==> src/design/bsc_pkg.sv <==
// Package for the skip, clear and call executor: encodings, widths and reset values.
// Assumes a single instruction clock shared by every user of the package.
package bsc_pkg;
    localparam int BSC_IW = 14;
    localparam int BSC_PCW = 13;
    localparam int BSC_FAW = 7;
    localparam logic [3:0] BSC_OP_SKIP = 4'h7;
    localparam int BSC_OP_SKIP_HI = 13;
    localparam int BSC_OP_SKIP_LO = 10;
    localparam logic [6:0] BSC_OP_CLR = 7'h03;
    localparam int BSC_OP_CLR_LO = 7;
    localparam logic [2:0] BSC_OP_CALL = 3'h4;
    localparam int BSC_OP_CALL_LO = 11;
    localparam int BSC_BIT_HI = 9;
    localparam int BSC_BIT_LO = 7;
    localparam int BSC_LIT_HI = 10;
    localparam int BSC_LATCH_HI = 4;
    localparam int BSC_LATCH_LO = 3;
    localparam logic [12:0] BSC_PC_RST = 13'h0000;
    localparam logic [7:0] BSC_CLR_VAL = 8'h00;
    localparam logic [12:0] BSC_PC_ONE = 13'h0001;
    localparam logic [6:0] BSC_ADDR_RST = 7'h00;
    localparam int BSC_CALL_CYCLES = 2;
    typedef enum logic [1:0] {
        BSC_ST_EXEC = 2'b00,
        BSC_ST_FLUSH = 2'b01
    } bsc_state_t;
endpackage : bsc_pkg

==> src/design/bsc_decode.sv <==
// Opcode decoder for the three instructions of the executor.
// Assumes a full 14-bit instruction word on its input.
module bsc_decode
    import bsc_pkg::*;
(
    input wire logic [13:0] instr,
    output logic is_skip,
    output logic is_clr,
    output logic is_call
);
    always_comb begin
        is_skip = instr[BSC_OP_SKIP_HI:BSC_OP_SKIP_LO] == BSC_OP_SKIP;
        is_clr = instr[BSC_OP_SKIP_HI:BSC_OP_CLR_LO] == BSC_OP_CLR;
        is_call = instr[BSC_OP_SKIP_HI:BSC_OP_CALL_LO] == BSC_OP_CALL;
    end
endmodule : bsc_decode

==> src/design/bsc_exec.sv <==
// Summary of operation
// - Decode skip opcode, bit index, register address.
// - Set bit: flush next word, two cycles.
// - Clear writes zero to register, sets zero.
// - Call pushes program counter plus one.
// - Call loads eleven literal bits into PC.
// - Call takes PC 12:11 from latch 4:3.
// - Call always takes two enabled cycles.
// Executes the skip, clear and call instructions of a small core.
// Assumes data reads return combinationally and instr_valid words come from same-clock fetch.
module bsc_exec
    import bsc_pkg::*;
(
    input wire logic clk_sys,
    input wire logic sys_rst,
    input wire logic clk_en,
    input wire logic instr_valid,
    input wire logic [13:0] instr,
    input wire logic [12:0] pc_cur,
    input wire logic [7:0] rd_data,
    input wire logic [7:0] program_counter_high_latch,
    output logic [6:0] reg_addr_q,
    output logic [7:0] wr_data_q,
    output logic wr_en_q,
    output logic zero_set_q,
    output logic push_q,
    output logic [12:0] stack_top_entry_q,
    output logic pc_load_q,
    output logic [12:0] pc_next_q,
    output logic flush_q,
    output logic busy_q
);
    import bsc_pkg::*;
    logic is_skip;
    logic is_clr;
    logic is_call;
    bsc_state_t state_q, state_d;
    logic [6:0] reg_addr_d;
    logic [7:0] wr_data_d;
    logic wr_en_d, zero_set_d, push_d, pc_load_d, flush_d, busy_d;
    logic [12:0] stack_top_entry_d, pc_next_d;
    logic exec_ok;

    bsc_decode u_dec (
        .instr(instr),
        .is_skip(is_skip),
        .is_clr(is_clr),
        .is_call(is_call)
    );

    assign exec_ok = instr_valid && state_q == BSC_ST_EXEC;

    always_comb begin
        state_d = state_q;
        reg_addr_d = instr[BSC_FAW-1:0];
        wr_data_d = BSC_CLR_VAL;
        wr_en_d = 1'b0;
        zero_set_d = 1'b0;
        push_d = 1'b0;
        stack_top_entry_d = stack_top_entry_q;
        pc_load_d = 1'b0;
        pc_next_d = pc_next_q;
        flush_d = 1'b0;
        busy_d = 1'b0;
        case (state_q)
            BSC_ST_EXEC: begin
                if (exec_ok && is_skip && rd_data[instr[BSC_BIT_HI:BSC_BIT_LO]]) begin
                    flush_d = 1'b1;
                    busy_d = 1'b1;
                    state_d = BSC_ST_FLUSH;
                end else if (exec_ok && is_clr) begin
                    wr_en_d = 1'b1;
                    zero_set_d = 1'b1;
                end else if (exec_ok && is_call) begin
                    push_d = 1'b1;
                    stack_top_entry_d = pc_cur + BSC_PC_ONE;
                    pc_load_d = 1'b1;
                    pc_next_d = {program_counter_high_latch[BSC_LATCH_HI:BSC_LATCH_LO],
                        instr[BSC_LIT_HI:0]};
                    flush_d = 1'b1;
                    busy_d = 1'b1;
                    state_d = BSC_ST_FLUSH;
                end
            end
            BSC_ST_FLUSH: begin
                state_d = BSC_ST_EXEC;
            end
            default: begin
                state_d = BSC_ST_EXEC;
            end
        endcase
    end

    always_ff @(posedge clk_sys) begin
        if (sys_rst) begin
            state_q <= BSC_ST_EXEC;
            reg_addr_q <= BSC_ADDR_RST;
            wr_data_q <= BSC_CLR_VAL;
            wr_en_q <= 1'b0;
            zero_set_q <= 1'b0;
            push_q <= 1'b0;
            stack_top_entry_q <= BSC_PC_RST;
            pc_load_q <= 1'b0;
            pc_next_q <= BSC_PC_RST;
            flush_q <= 1'b0;
            busy_q <= 1'b0;
        end else if (clk_en) begin
            state_q <= state_d;
            reg_addr_q <= reg_addr_d;
            wr_data_q <= wr_data_d;
            wr_en_q <= wr_en_d;
            zero_set_q <= zero_set_d;
            push_q <= push_d;
            stack_top_entry_q <= stack_top_entry_d;
            pc_load_q <= pc_load_d;
            pc_next_q <= pc_next_d;
            flush_q <= flush_d;
            busy_q <= busy_d;
        end
    end

    // Counts the enabled cycles that a call has held the core.
    // A stall with the clock enable low does not advance the count.
    logic [1:0] occ_cnt_q;
    logic [1:0] occ_cnt_d;

    always_comb begin
        if (exec_ok && is_call) begin
            occ_cnt_d = 2'h1;
        end else if (state_q == BSC_ST_FLUSH && occ_cnt_q != 2'h0) begin
            occ_cnt_d = occ_cnt_q + 2'h1;
        end else begin
            occ_cnt_d = 2'h0;
        end
    end

    always_ff @(posedge clk_sys) begin
        if (sys_rst) begin
            occ_cnt_q <= 2'h0;
        end else if (clk_en) begin
            occ_cnt_q <= occ_cnt_d;
        end
    end
endmodule : bsc_exec

==> config.mk <==
export PLATFORM = sky130hd
export DESIGN_NAME = bsc_exec
export DESIGN_NICKNAME = d
export VERILOG_FILES = /design/src/design/bsc_pkg.sv /design/src/design/bsc_decode.sv /design/src/design/bsc_exec.sv
export SDC_FILE = /design/constraint.sdc
export NUM_CORES = 1
export LEC_CHECK = 0
export BUFFER_PORTS_ARGS = -buffer_cell sky130_fd_sc_hd__buf_2
export CAP_MARGIN = 20
export CORE_ASPECT_RATIO = 1.1
export CORE_MARGIN = 8
export CORE_UTILIZATION = 35
export CTS_CLUSTER_SIZE = 14
export DETAILED_ROUTE_END_ITERATION = 10
export GPL_TIMING_DRIVEN = 0
export SETUP_SLACK_MARGIN = 0.2
export SLEW_MARGIN = 20
export SYNTH_ARGS = -nofsm -noshare
export SYNTH_HDL_FRONTEND = slang
export SYNTH_SLANG_ARGS = --single-unit
==> constraint.sdc <==
create_clock -name clk_sys -period 1.7 [get_ports clk_sys]
set_input_delay 0.34 -clock clk_sys [delete_from_list [all_inputs] [get_ports clk_sys]]
set_output_delay 0.34 -clock clk_sys [all_outputs]
set_load 0.1 [all_outputs]
### Word-level counts from Yosys, hierarchy flattened

Cells that the tools add are included.
Widths: inputs -> output; s select.

| storage, ports and cells | value |
|---|---|
| flip-flop bits (word level) | 38 |

| cells by class | value |
|---|---|
| reductions and logical operators | 8 |
| add/subtract/negate cells | 1 |
| bitwise logic cells | 2 |
| eq/ne operators | 5 |
| order comparisons | 1 |
| mux-type cells | 15 |

Operator list:

| kind | count |
|---|---|
| $add 13x1->13 const B | 1 |
| $mux 1 | 10 |
| $mux 2 | 4 |
| $eq 7x2->1 const B | 1 |
| $logic_and 1x1->1 | 5 |
| $reduce_and 5->1 | 1 |
| $eq 4x3->1 const B | 1 |
| $lt 3x4->1 const B | 1 |
| $bmux 1 s3 | 1 |
| $eq 3x3->1 const B | 1 |
| $ne 3x1->1 const B | 1 |
| $ne 3x3->1 const B | 1 |
| $reduce_and 3->1 | 1 |
| $logic_not 2->1 | 1 |
| $not 1->1 | 2 |

### Logic depth before layout (Yosys ltp)

| depth | value |
|---|---|
| depth in word-level cells | 7 |
| mapped depth | 6 |
| mapped depth without buffers | 5 |

### Cells and area by module

From an unflattened synthesis, not the netlist that was laid out.

| unflattened totals | value |
|---|---|
| cell total of the unflattened synthesis | 215 |
| area total of the unflattened synthesis | 2021.9 um2 |

Modules (own cells, without submodules):

| module | area each (um2) | cells each | times used | sequential area each (um2) |
|---|---|---|---|---|
| bsc_exec | 1983.2 | 210 | 1 | 740.7 |
| bsc_decode | 38.8 | 5 | 1 | 0.0 |

### Worst setup path before layout

Ideal clock, no wire load.

| path | value |
|---|---|
| path type | register to output |
| start | register pc_load_q (netlist name) |
| end | output push_q |
| arrival | 1374 ps |
| stages on the path, launching flop included | 2 |
| slack | -14 ps |
| cells stage by stage | dfxtp_1 > buf_4 |

RTL lines:

| element | RTL line | source |
|---|---|---|
| to (decl) | bsc_exec.sv:26 | `output logic push_q,` |

==> metrics.txt <==
status finished clean; Post-Route WL around 4.6 mm; DRT antenna net count 0; adder-cell area share of the yosys netlist 0.7062%; fin crit period 1457 ps; mux contribution to synthesized area 6.992%; Final HPWL DP about 3.7 mm; Hold Path Stages 2; worst reg-to-reg path cell count 6; Compound-Gate Fraction of Synth Area approximately an eighth; Least-Margin Pin Slew between 500 and 600 ps; CP max FO 3; clk_skew ~2.0 ps; worst r2r dst stack_top_entry_q[1]; Antenna diodes 0; final RePlAce weighted congestion 0.7239; vias post-DR 1625; Worst Hold Launch pc_cur[0]; share of cells above drive strength 1 approximately two fifths; period utilisation layout a little under nine tenths; Clk pin slew, worst setup/hold paths about 70 ps; overall routing resource usage roughly 12%; xor and xnor fraction of the mapped netlist area under 10%; Distinct cells, synth 37; die area 0.007597 mm2; r2r startpoint state_q[0]; # Max-Cap Violations 0; critical path arrival approximately 1100 ps; Setup crit start busy_q; vias per cell about 4.7; Die Span X about 84 um; Final Max Slew Viols 0; top post-synthesis cells by count dfxtp_1, nand2_1, nor2_1; Root Driver clkbuf_8; Worst Hold End stack_top_entry_q[0]; Placed Area around 0.0023 mm2; filler instances 498; top-count cell post-synth dfxtp_1; R2R Setup Slk approximately 300 ps; DR DRC count 0; post-synthesis cell count just under 200; largest family of logic cells by synthesized area simple AND/OR/NAND/NOR gates; drt initial violations 72; ys flop type dfxtp_1; clk buf depth 2; Setup-failing EPs final 0; Worst Hold Class in2reg; gr ovfl total 0; vias in the first global route about 1700; Num CTS Buffers 5; Initial Utilization a little over a third; post-synth top area cell dfxtp_1; CTS Sinks 37; FP Rows 27; Yosys top cell area share 41.81%; leakage power between 1 and 1.5 nW; initial antenna violation count 0; Mapped Area 0.001772 mm2; CTS tree yes; largest net degree at the start of global routing 12; H-tree levels 2; Req. time, crit path between 1000 and 1500 ps; total of flip-flops plus latches after synthesis 37; Slew Limit Headroom 63.32%; post-route insts no fill 349; # IOs between 90 and 100; Synth Area in Simple Gates between 20% and 30%; Crit Path Class reg2out; maximum achievable frequency a little under 700 MHz; yosys warns 0; post-synthesis sequential area ratio about two fifths; chip height 90.62 um; Synth area leaders dfxtp_1, nand2_1, mux2i_1; Final Hold Vio Count 0; Post-synth EDFFs 0; peak supply drop 0.4147 mV; RSZ-0062 raised after global routing yes; final net count about 340; Syn Area/Cell between 8 and 9 um2; dpl cells 340; Syn-to-layout area delta 35.73%; Worst setup EP type primary output; PD cells 889.4 mW/mm2; drt first pass iters 5; CORE AREA 0.004932 mm2; IO Port Bufs 78; post-layout instance area 0.002405 mm2; worst skew pair latency around 280 ps; global-route wire length before repair 7.686 mm; WL/cell between 10 and 15 um; Startpoint Class register; FFs w/ async S/R, synth 0%
## stage by stage
step	power (mW)	setup WS (ps)	hold slack (ps)	TNS, ps	util [%]
final	2.139	242.8	279.3	0	48.76
after CTS	2.167	213.0	265.1	0	48.55
after global routing	2.245	186.5	282.3	0	48.76
after floorplan	1.268	312.8	435.6	0	-
after global placement	1.377	-90.80	439.1	-733.5	45.92
after detailed placement	1.380	-91.43	443.9	-677.0	45.92
## critical path, stage by stage, from the launching register on
cell	delay, ps
dfxtp_2	330
buf_4	90
buf_2	410
## cell type report
type / count / area, um2 / share of cell area, %
Clock inverter: 1 / 30.03 / 1.249
Multi-Input combinational cell: 144 / 894.6 / 37.20
Timing Repair Buffer: 79 / 402.9 / 16.75
Tap cell: 58 / 72.57 / 3.018
Inverter: 2 / 7.507 / 0.3122
Clock buffer: 7 / 86.33 / 3.590
Buffer: 21 / 165.2 / 6.868
Sequential cell: 37 / 745.7 / 31.01
## flip-flops by register name, summed over array words and instances (netlist names)
name,flops
pc_next_q,13
stack_top_entry_q,13
reg_addr_q,7
busy_q,1
pc_load_q,1
state_q,1
zero_set_q,1
## worst max-delay path by stage
stage / to / cells past startpoint / slack (ps)
global placement: pc_next_q[8] / 6 / -90
detailed placement: pc_next_q[10] / 6 / -90
finish: flush_q / 2 / 240
global route: stack_top_entry_q[8] / 5 / 190
floorplan: pc_next_q[10] / 5 / 310
CTS: zero_set_q / 2 / 210
## where the power goes
group	internal [mW]	switching, mW
sequential	0.888	0.0105
clock	0.478	0.301
combinational	0.117	0.345
total	1.48	0.656
## placed cells by master, fill, tap and decap left out, types with 2 or more instances in the layout
cell type  count
a211oi_1      12
a211oi_2       2
a21oi_1       15
a21oi_2        4
buf_2         77
buf_4         12
buf_6          2
clkbuf_1       4
clkbuf_4       2
clkbuf_8       6
conb_1         8
dfxtp_1       33
dfxtp_2        4
inv_1          2
mux2i_1        9
nand2_1       33
nand3_1        3
nand3_2        3
nand3b_1       2
nor2_1        22
nor2b_1        2
nor3_1         2
nor4_1         4
xnor2_1        9
xor2_1         2
## kinds of logic after synthesis
group | after synthesis
and+or+nand+nor | 79
DFF | 37
AOI/OAI and AO/OA | 34
buffers and inverters | 23
xor gates and xnor gates | 11
muxes | 11
adders and majority gates | 1
other | 1
## routing by layer
layer	track usage, %	vias up	wire length [um]
li1	-	845	-
met5	0	-	0
met3	5.776	5	438
met4	3.890	0	53
met1	13.26	712	2033
met2	19.83	63	2063
## repair_timing
action / CTS / global route
setup buffers: 1 / 0
endpoints found under the setup margin: 20 / 17
hold buffers: 0 / 0
pin swaps: 1 / 0
resized for setup: 2 / 4
Power figures use the tool's default switching activity.
